`config.mk`:
```
export PLATFORM = sky130hd
export DESIGN_NAME = sram_ctrl
export DESIGN_NICKNAME = d
export VERILOG_FILES = /design/src/design/sram_ctrl_pkg.sv /design/src/design/timer_if.sv /design/src/design/sram_pin_timer.sv /design/src/design/sram_ctrl.sv
export VERILOG_INCLUDE_DIRS = /design/src /design/src/design
export SDC_FILE = /design/constraint.sdc
export NUM_CORES = 1
export LEC_CHECK = 0
export BUFFER_PORTS_ARGS = -buffer_cell sky130_fd_sc_hd__buf_4
export CAP_MARGIN = 20
export CORE_MARGIN = 5
export CORE_UTILIZATION = 47
export DETAILED_ROUTE_END_ITERATION = 8
export PLACE_DENSITY = 0.74
export SLEW_MARGIN = 20
export SYNTH_ARGS = -nofsm -noshare
export SYNTH_HDL_FRONTEND = slang
export SYNTH_SLANG_ARGS = --single-unit
export TNS_END_PERCENT = 50
```
`constraint.sdc`:
```
create_clock -name i_ref_clk -period 2.1 [get_ports i_ref_clk]
set_input_delay 0 -clock i_ref_clk [delete_from_list [all_inputs] [get_ports i_ref_clk]]
set_output_delay 0 -clock i_ref_clk [all_outputs]
set_load 0.01 [all_outputs]
```
`src/design/sram_ctrl_cfg.svh`:
```
`ifndef SRAM_CTRL_CFG_SVH
`define SRAM_CTRL_CFG_SVH

// geometry of the attached static ram
`define SRAM_DEPTH 32768
`define SRAM_ADDR_W 15
`define SRAM_DATA_W 8
`define TIMER_W 8

// pin levels, all strobes are active low
`define STROBE_ON 1'b0
`define STROBE_OFF 1'b1
`define FLAG_SET 1'b1
`define FLAG_CLR 1'b0

// reference clock
`define CLK_PERIOD_NS 50

// slowest grade figures, ns; they are safe for every faster grade too
`define READ_CYCLE_TIME_NS 35
`define ADDRESS_ACCESS_TIME_NS 35
`define SELECT_ACCESS_TIME_NS 35
`define OUTEN_ACCESS_TIME_NS 15
`define OUTPUT_HOLD_TIME_NS 3
`define SELECT_TO_DRIVE_TIME_NS 3
`define OUTEN_TO_DRIVE_TIME_NS 0
`define DESELECT_TO_FLOAT_TIME_NS 15
`define OUTDIS_TO_FLOAT_TIME_NS 15
`define WRITE_CYCLE_TIME_NS 35
`define SELECT_TO_WRITE_END_NS 30
`define ADDRESS_TO_WRITE_END_NS 30
`define ADDRESS_SETUP_TIME_NS 0
`define WRITE_PULSE_TIME_NS 20
`define WRITE_RECOVERY_TIME_NS 0
`define WRITE_TO_FLOAT_TIME_NS 15
`define DATA_SETUP_TO_WRITE_END_NS 15
`define DATA_HOLD_AFTER_WRITE_NS 0
`define DESELECT_TO_RETENTION_TIME_NS 0
`define RETENTION_RECOVERY_TIME_NS `READ_CYCLE_TIME_NS

// conversions: a least time rounds up, never below one cycle
`define MAX2(a, b) (((a) > (b)) ? (a) : (b))
`define AT_LEAST_ONE(x) `MAX2((x), 1)
`define CYC_MIN(t) `AT_LEAST_ONE(((t) + `CLK_PERIOD_NS - 1) / `CLK_PERIOD_NS)

// cycle counts used by the sequencer
`define READ_WAIT_CYC `CYC_MIN(`MAX2(`MAX2(`ADDRESS_ACCESS_TIME_NS, `SELECT_ACCESS_TIME_NS), \
  `MAX2(`OUTEN_ACCESS_TIME_NS, `READ_CYCLE_TIME_NS)))
`define READ_FLOAT_CYC `CYC_MIN(`MAX2(`DESELECT_TO_FLOAT_TIME_NS, `OUTDIS_TO_FLOAT_TIME_NS))
`define WRITE_SETUP_CYC `CYC_MIN(`MAX2(`ADDRESS_SETUP_TIME_NS, `WRITE_TO_FLOAT_TIME_NS))
`define WRITE_PULSE_CYC `CYC_MIN(`MAX2(`MAX2(`SELECT_TO_WRITE_END_NS, `ADDRESS_TO_WRITE_END_NS), \
  `MAX2(`WRITE_PULSE_TIME_NS, `DATA_SETUP_TO_WRITE_END_NS)))
`define WRITE_HOLD_CYC `CYC_MIN(`MAX2(`DATA_HOLD_AFTER_WRITE_NS, `WRITE_RECOVERY_TIME_NS))
`define WRITE_CYCLE_CYC `CYC_MIN(`WRITE_CYCLE_TIME_NS)
`define RETAIN_LEAD_CYC `CYC_MIN(`DESELECT_TO_RETENTION_TIME_NS)
`define RETAIN_RECOVER_CYC `CYC_MIN(`RETENTION_RECOVERY_TIME_NS)

`endif

```
`src/design/sram_ctrl_pkg.sv`:
```
`include "sram_ctrl_cfg.svh"

package sram_ctrl_pkg;

  typedef logic [`SRAM_ADDR_W-1:0] sram_addr_t;
  typedef logic [`SRAM_DATA_W-1:0] sram_data_t;
  typedef logic [`TIMER_W-1:0] tick_t;

  typedef enum logic [2:0] {
    ST_IDLE,
    ST_RD_ACCESS,
    ST_RD_FLOAT,
    ST_WR_SETUP,
    ST_WR_PULSE,
    ST_WR_END,
    ST_RETAIN,
    ST_RECOVER
  } ctrl_state_t;

  typedef struct packed {
    ctrl_state_t st;
    sram_addr_t addr;
    sram_data_t dq_out;
    logic dq_oe_n;
    logic cs_n;
    logic we_n;
    logic oe_n;
    sram_data_t rdata;
    logic rvalid;
    logic wdone;
    logic ready;
    logic retention;
  } ctrl_regs_t;

  typedef struct packed {
    tick_t cnt;
  } timer_regs_t;

endpackage

```
`src/design/timer_if.sv`:
```
`timescale 1ns/10ps
`include "sram_ctrl_cfg.svh"

interface timer_if;
  logic load;
  logic [`TIMER_W-1:0] count;
  logic done;

  // the sequencer loads a count, the timer reports when it has run out
  modport owner (output load, output count, input done);
  modport timer (input load, input count, output done);
endinterface

```
`src/design/sram_pin_timer.sv`:
```
`timescale 1ns/10ps

module sram_pin_timer
  import sram_ctrl_pkg::*;
(
  input wire logic i_ref_clk,
  input wire logic i_reset_n,
  timer_if.timer tmr
);

  timer_regs_t q, d;

  // a load of n-1 makes done high in the nth cycle of the new state
  always_comb begin
    d = q;
    if (tmr.load) begin
      d.cnt = tmr.count;
    end else if (q.cnt != tick_t'(0)) begin
      d.cnt = q.cnt - tick_t'(1);
    end
  end

  always_ff @(posedge i_ref_clk or negedge i_reset_n) begin
    if (!i_reset_n) begin
      q <= '0;
    end else begin
      q <= d;
    end
  end

  // done is taken from the register so it never depends on this cycle's load
  assign tmr.done = (q.cnt == tick_t'(0));

endmodule

```
`src/design/sram_ctrl.sv`:
```
// Overview of operation
// [RULE_01] ram holds 32768 bytes, one shared port
// [RULE_02] read: write strobe high, output strobe low
// [RULE_03] read waits worst access and cycle time
// [RULE_04] data valid within select access time
// [RULE_05] data valid within output enable access
// [RULE_06] old data held briefly after address change
// [RULE_07] ram drives only after select and enable
// [RULE_08] ram floats within deselect or disable time
// [RULE_09] write only while select and write low
// [RULE_10] select held long enough before write end
// [RULE_11] address valid long enough before write end
// [RULE_12] write ends at first rising strobe
// [RULE_13] write data set up before write end
// [RULE_14] write data may drop at write end
// [RULE_15] ram floats after write strobe falls
// [RULE_16] ram resumes driving shortly after write
// [RULE_17] late select keeps ram pins floating
// [RULE_18] never drive pins while ram drives them
// [RULE_19] write strobe high on every address change
// [RULE_20] enabled outputs echo written data afterwards
// [RULE_21] deselect before retention, wait after recovery
// [RULE_22] ram floats when deselected or disabled
`timescale 1ns/10ps
`include "sram_ctrl_cfg.svh"

module sram_ctrl
  import sram_ctrl_pkg::*;
(
  input wire logic i_ref_clk,
  input wire logic i_reset_n,
  // user side
  input wire logic i_req,
  input wire logic i_write,
  input wire logic [`SRAM_ADDR_W-1:0] i_addr,
  input wire logic [`SRAM_DATA_W-1:0] i_wdata,
  input wire logic i_retain,
  output logic o_ready,
  output logic [`SRAM_DATA_W-1:0] o_rdata,
  output logic o_rvalid,
  output logic o_wdone,
  output logic o_retention,
  // ram pins
  output logic [`SRAM_ADDR_W-1:0] o_sram_addr,
  output logic o_sram_cs_n,
  output logic o_sram_we_n,
  output logic o_sram_oe_n,
  output logic [`SRAM_DATA_W-1:0] o_sram_dq,
  output logic o_sram_dq_oe_n,
  input wire logic [`SRAM_DATA_W-1:0] i_sram_dq
);

  // reset image: everything deselected, data pins released, ready for work
  localparam ctrl_regs_t CTRL_RESET = '{
    st: ST_IDLE,
    addr: '0,
    dq_out: '0,
    dq_oe_n: `STROBE_OFF,
    cs_n: `STROBE_OFF,
    we_n: `STROBE_OFF,
    oe_n: `STROBE_OFF,
    rdata: '0,
    rvalid: `FLAG_CLR,
    wdone: `FLAG_CLR,
    ready: `FLAG_SET,
    retention: `FLAG_CLR
  };

  // loads are n-1 so that the state lasts exactly n cycles
  localparam tick_t READ_WAIT_LOAD = tick_t'(`READ_WAIT_CYC - 1);
  localparam tick_t READ_FLOAT_LOAD = tick_t'(`READ_FLOAT_CYC - 1);
  localparam tick_t WRITE_SETUP_LOAD = tick_t'(`WRITE_SETUP_CYC - 1);
  localparam tick_t WRITE_HOLD_LOAD = tick_t'(`WRITE_HOLD_CYC - 1);
  localparam tick_t RETAIN_RECOVER_LOAD = tick_t'(`RETAIN_RECOVER_CYC - 1);
  localparam tick_t RETAIN_LEAD_LOAD = tick_t'(`RETAIN_LEAD_CYC - 1);

  // the pulse is stretched so that setup, pulse and hold still fill a write cycle
  localparam int WRITE_PULSE_FILL = `WRITE_CYCLE_CYC - `WRITE_SETUP_CYC - `WRITE_HOLD_CYC;
  localparam tick_t WRITE_PULSE_LOAD = tick_t'(`MAX2(`WRITE_PULSE_CYC, WRITE_PULSE_FILL) - 1);

  ctrl_regs_t q, d;

  timer_if tmr ();

  sram_pin_timer u_timer (
    .i_ref_clk(i_ref_clk),
    .i_reset_n(i_reset_n),
    .tmr(tmr)
  );

  // timer handshake, driven from the sequencer below
  logic tmr_load;
  tick_t tmr_count;

  assign tmr.load = tmr_load;
  assign tmr.count = tmr_count;

  // sequencer: every pin level is decided here and registered once
  always_comb begin
    d = q;
    d.rvalid = `FLAG_CLR;
    d.wdone = `FLAG_CLR;
    tmr_load = 1'b0;
    tmr_count = '0;
    case (q.st)
      ST_IDLE: begin
        if (i_retain) begin
          // retention wins over a request: the ram is already deselected here
          d.cs_n = `STROBE_OFF; // RULE_21
          d.st = ST_RETAIN;
          d.ready = `FLAG_CLR;
          tmr_load = 1'b1;
          tmr_count = RETAIN_LEAD_LOAD;
        end else if (i_req) begin
          // address moves only here, with the write strobe high
          d.addr = i_addr; // RULE_19
          d.we_n = `STROBE_OFF; // RULE_19
          d.cs_n = `STROBE_ON;
          d.ready = `FLAG_CLR;
          tmr_load = 1'b1;
          if (i_write) begin
            // output enable stays high, so the ram never drives during a write
            d.oe_n = `STROBE_OFF; // RULE_18
            d.dq_out = i_wdata;
            d.st = ST_WR_SETUP;
            tmr_count = WRITE_SETUP_LOAD;
          end else begin
            // read: write strobe high, select and output enable low together
            d.oe_n = `STROBE_ON; // RULE_02
            d.st = ST_RD_ACCESS;
            tmr_count = READ_WAIT_LOAD; // RULE_03
          end
        end
      end
      ST_RD_ACCESS: begin
        // worst of address, select and enable access have passed when done
        if (tmr.done) begin
          // sample before the address or strobes move, old data still valid
          d.rdata = i_sram_dq; // RULE_04 RULE_05 RULE_06
          d.rvalid = `FLAG_SET;
          d.cs_n = `STROBE_OFF;
          d.oe_n = `STROBE_OFF;
          d.st = ST_RD_FLOAT;
          tmr_load = 1'b1;
          tmr_count = READ_FLOAT_LOAD; // RULE_08
        end
      end
      ST_RD_FLOAT: begin
        // no drive of our own until the ram has surely released the pins
        if (tmr.done) begin
          d.ready = `FLAG_SET; // RULE_08 RULE_22
          d.st = ST_IDLE;
        end
      end
      ST_WR_SETUP: begin
        // address and select settle with the write strobe still high
        if (tmr.done) begin
          d.we_n = `STROBE_ON; // RULE_09 RULE_11
          d.dq_oe_n = `STROBE_ON; // RULE_17 RULE_18
          d.st = ST_WR_PULSE;
          tmr_load = 1'b1;
          tmr_count = WRITE_PULSE_LOAD; // RULE_09 RULE_10 RULE_13
        end
      end
      ST_WR_PULSE: begin
        // both strobes rise on one edge, which ends the write
        if (tmr.done) begin
          d.we_n = `STROBE_OFF; // RULE_12
          d.cs_n = `STROBE_OFF; // RULE_12
          d.st = ST_WR_END;
          tmr_load = 1'b1;
          tmr_count = WRITE_HOLD_LOAD; // RULE_14
        end
      end
      ST_WR_END: begin
        // data is kept a full cycle past the write end, more than zero hold
        if (tmr.done) begin
          d.dq_oe_n = `STROBE_OFF; // RULE_14
          d.wdone = `FLAG_SET;
          d.ready = `FLAG_SET;
          d.st = ST_IDLE;
        end
      end
      ST_RETAIN: begin
        // select stays high for the whole time the supply may be lowered
        if (!i_retain && tmr.done) begin
          d.retention = `FLAG_CLR;
          d.st = ST_RECOVER;
          tmr_load = 1'b1;
          tmr_count = RETAIN_RECOVER_LOAD; // RULE_21
        end else if (tmr.done) begin
          d.retention = `FLAG_SET; // RULE_21
        end
      end
      ST_RECOVER: begin
        // one read cycle of quiet after the supply is back
        if (tmr.done) begin
          d.ready = `FLAG_SET; // RULE_21
          d.st = ST_IDLE;
        end
      end
      default: begin
        d = CTRL_RESET;
      end
    endcase
  end

  // single state register; every output below comes straight from it
  always_ff @(posedge i_ref_clk or negedge i_reset_n) begin
    if (!i_reset_n) begin
      q <= CTRL_RESET;
    end else begin
      q <= d;
    end
  end

  // address width and data width match the 32k by 8 part
  assign o_sram_addr = q.addr; // RULE_01
  assign o_sram_cs_n = q.cs_n;
  assign o_sram_we_n = q.we_n;
  assign o_sram_oe_n = q.oe_n;
  assign o_sram_dq = q.dq_out;
  assign o_sram_dq_oe_n = q.dq_oe_n; // RULE_01
  assign o_ready = q.ready;
  assign o_rdata = q.rdata;
  assign o_rvalid = q.rvalid;
  assign o_wdone = q.wdone;
  assign o_retention = q.retention;

endmodule

```
==> reports/qor.yml <==
syn_area_per_cell_um2: 11.8
hp-class: "primary input to register"
yosysSeqAreaShare: 0.516
met3_usage: 0.0395
wl_per_cell_um: 14.4
synth_cells: 207
ir_drop_v: 0.000606
cts_setup_buffers: 0
antenna_found_initial: 0
insertion_delay_ns: 0.30
cts_sinks: 50
die_y_um: 82.0
avgViaCountPerCell: 4.92
grt_pass1_wl_um: 8460
clk_path_buf_depth: 2
globalRouteOverflowTotal: 0
final.setup.tns_ns: 0
grt_busiest_layer: "met2"
grtUsageTotal: 0.165
firstDrtPassIters: 4
mostFrequentLayoutCells: "80 x buf_4, 45 x dfrtp_1, 33 x dlygate4sd3_1, 32 x mux2_2, 15 x nor2_1"
ys_types: 40
post-route-period-util: 0.927
synthesis.area_um2: 2430
rsz0062_at_grt: "no"
cp.required_ns: 2.29
setup_viol: 0
syn_nets: 245
crit_slowest_cell: "nor4_4"
routed_wl_um: 5170
die_area_um2: 6720
slew_violations: 0
cpPeakStageDelay_ns: 0.48
cp_max_fo: 9
start_kind: "register"
htreeDepth: 2
cts_buffers: 5
drt_first_iter_violations: 79
r2r_cells: 4
end_kind: "register"
grt_pass1_vias: 1801
max_freq_mhz: 513
portBuffers: 74
cts_tree: "built"
min-delay-start: "i_req"
yosysWarnings: 0
synth-seq-cells: 50
p_leak_nw: 1.56
status: "finished clean"
final_util: 0.649
clk_pin_slew_ns: 0.08
min_to: "o_ready"
final_common_cell: "buf_4"
r2r_slack_ns: 0.15
ios: 75
arrival_ns: 2.13
grt_max_degree: 51
syn2layout_area_growth_pct: 35.4
die_w_um: 82.0
fin_skew_ns: 0.00582
initial_utilization: 0.480
place_hpwl_um: 3350
hold_viol: 0
min_path_cells: 3
diodes: 0
vias: 1770
core_um2: 5070
row_count: 26
power.density_nw_per_um2: 1240
crit_type: "register to register"
use_met2: 0.297
r2r_start: "u_timer.q[3]"
hold_ws_ns: 0.0348
cts_root_buffer: "clkbuf_8"
globalplace.congestion: 0.750
drive_above_1_share: 0.455
nets: 327
post-route-min-period_ns: 1.95
relSlewSlack: 0.585
cap_violations: 0
tightestPinTransition_ns: 0.622
post_cts_resized: 0
timing.rr.end: "o_rdata[5]"
use_met1: 0.196
ant_nets: 0
power_mw: 4.08
route.detailed.drc: 0
crit_chain: "nor4_4 > nand2_4 > nor3_4 > mux2_2"
[layout make-up]
cell class | instances | area, um^2
fill | 417 | 1780
multi-input combinational | 114 | 895
timing repair buffer | 113 | 931
sequential | 50 | 1260
clock buffer | 7 | 76.3
inverter | 5 | 18.8
tap | 70 | 87.6
clock inverter | 1 | 30.0
[registers in the layout, summed over array words and instances (netlist names), 3 cells and up]
| name | count |
|---|---|
| o_rdata | 8 |
| q | 3 |
| o_sram_addr | 15 |
| o_sram_dq | 8 |
| u_timer.q | 8 |
[metal layers]
metal / routed length (um) / part of all wire
met1: 2160 / 0.42
met2: 2670 / 0.52
met5: 0 / 0
met4: 41 / 0.0079
met3: 294 / 0.057
[cell usage after synthesis]
cell      instances  area (um^2)
a211oi_1          1         7.51
a21boi_0          1         7.51
a21oi_1           8         40.0
a221o_1           1         10.0
a22o_1            1         8.76
a311oi_1          1         8.76
and2_2            1         7.51
buf_2             1         5.00
buf_4            32          240
clkbuf_1          5         18.8
dfrtp_1          45         1130
dfstp_2           5          131
ha_1              2         25.0
inv_1             5         18.8
mux2_2           32          360
mux2i_1           4         40.0
nand2_1          11         41.3
nand2_2           1         6.26
nand2_4           1         11.3
nand2b_1          4         25.0
nand3_1           2         10.0
nand3b_1          1         7.51
nand4_1           1         6.26
nor2_1           15         56.3
nor2b_1           1         6.26
nor3_1            5         25.0
nor3_4            1         16.3
nor3b_2           1         12.5
nor4_1            1         6.26
nor4_4            2         42.5
nor4b_1           1         8.76
o21a_1            1         7.51
o21ai_0           4         20.0
o21ai_1           1         5.00
o311ai_0          1         8.76
o31a_2            1         10.0
o31ai_1           1         7.51
o32a_2            1         11.3
or3_1             3         18.8
xnor2_1           1         8.76
[worst max path at each step]
stage,slack (ns),from,endpoint,cells past startpoint
final,0.15,u_timer.q[3],o_rdata[5],4
after global routing,0.008,u_timer.q[0],o_rdata[5],6
after CTS,0.15,u_timer.q[3],o_rdata[5],4
after detailed placement,0.15,u_timer.q[3],o_rdata[5],4
after global placement,0.20,u_timer.q[3],o_rdata[4],4
after floorplan,0.17,u_timer.q[0],o_rdata[0],6
[cell families after synthesis]
family                     after synthesis  share of synthesized area
and+or+nand+nor                         52                      0.126
muxes                                   36                      0.164
AOI/OAI and AO/OA                       23                     0.0627
adders and majority gates                2                     0.0103
buffers and inverters                   43                      0.116
xor gates and xnor gates                 1                    0.00360
DFF                                     50                      0.516
[timing repair]
action	CTS	global route
endpoints found under the setup margin	0	0
hold endpoints to repair	77	0
hold buffers	33	0
[critical path: cells and delay by family (launching register included)]
family | cells | cell delay [ns]
and+or+nand+nor | 3 | 1.00
muxes | 1 | 0.39
DFF | 1 | 0.45
[power breakdown]
| group | internal, mW | switching, mW |
|---|---|---|
| combinational | 1.01 | 0.751 |
| clock | 0.356 | 0.296 |
| sequential | 1.39 | 0.278 |
| total | 2.75 | 1.33 |
[through the flow]
stage,instances,setup slack (ns),instance area [um^2]
after global placement,319,0.203,2860
after detailed placement,319,0.148,2860
final,360,0.152,3300
after CTS,360,0.147,3300
after global routing,360,0.00768,3300
after floorplan,207,0.166,2430
Power figures use the tool's default switching activity.
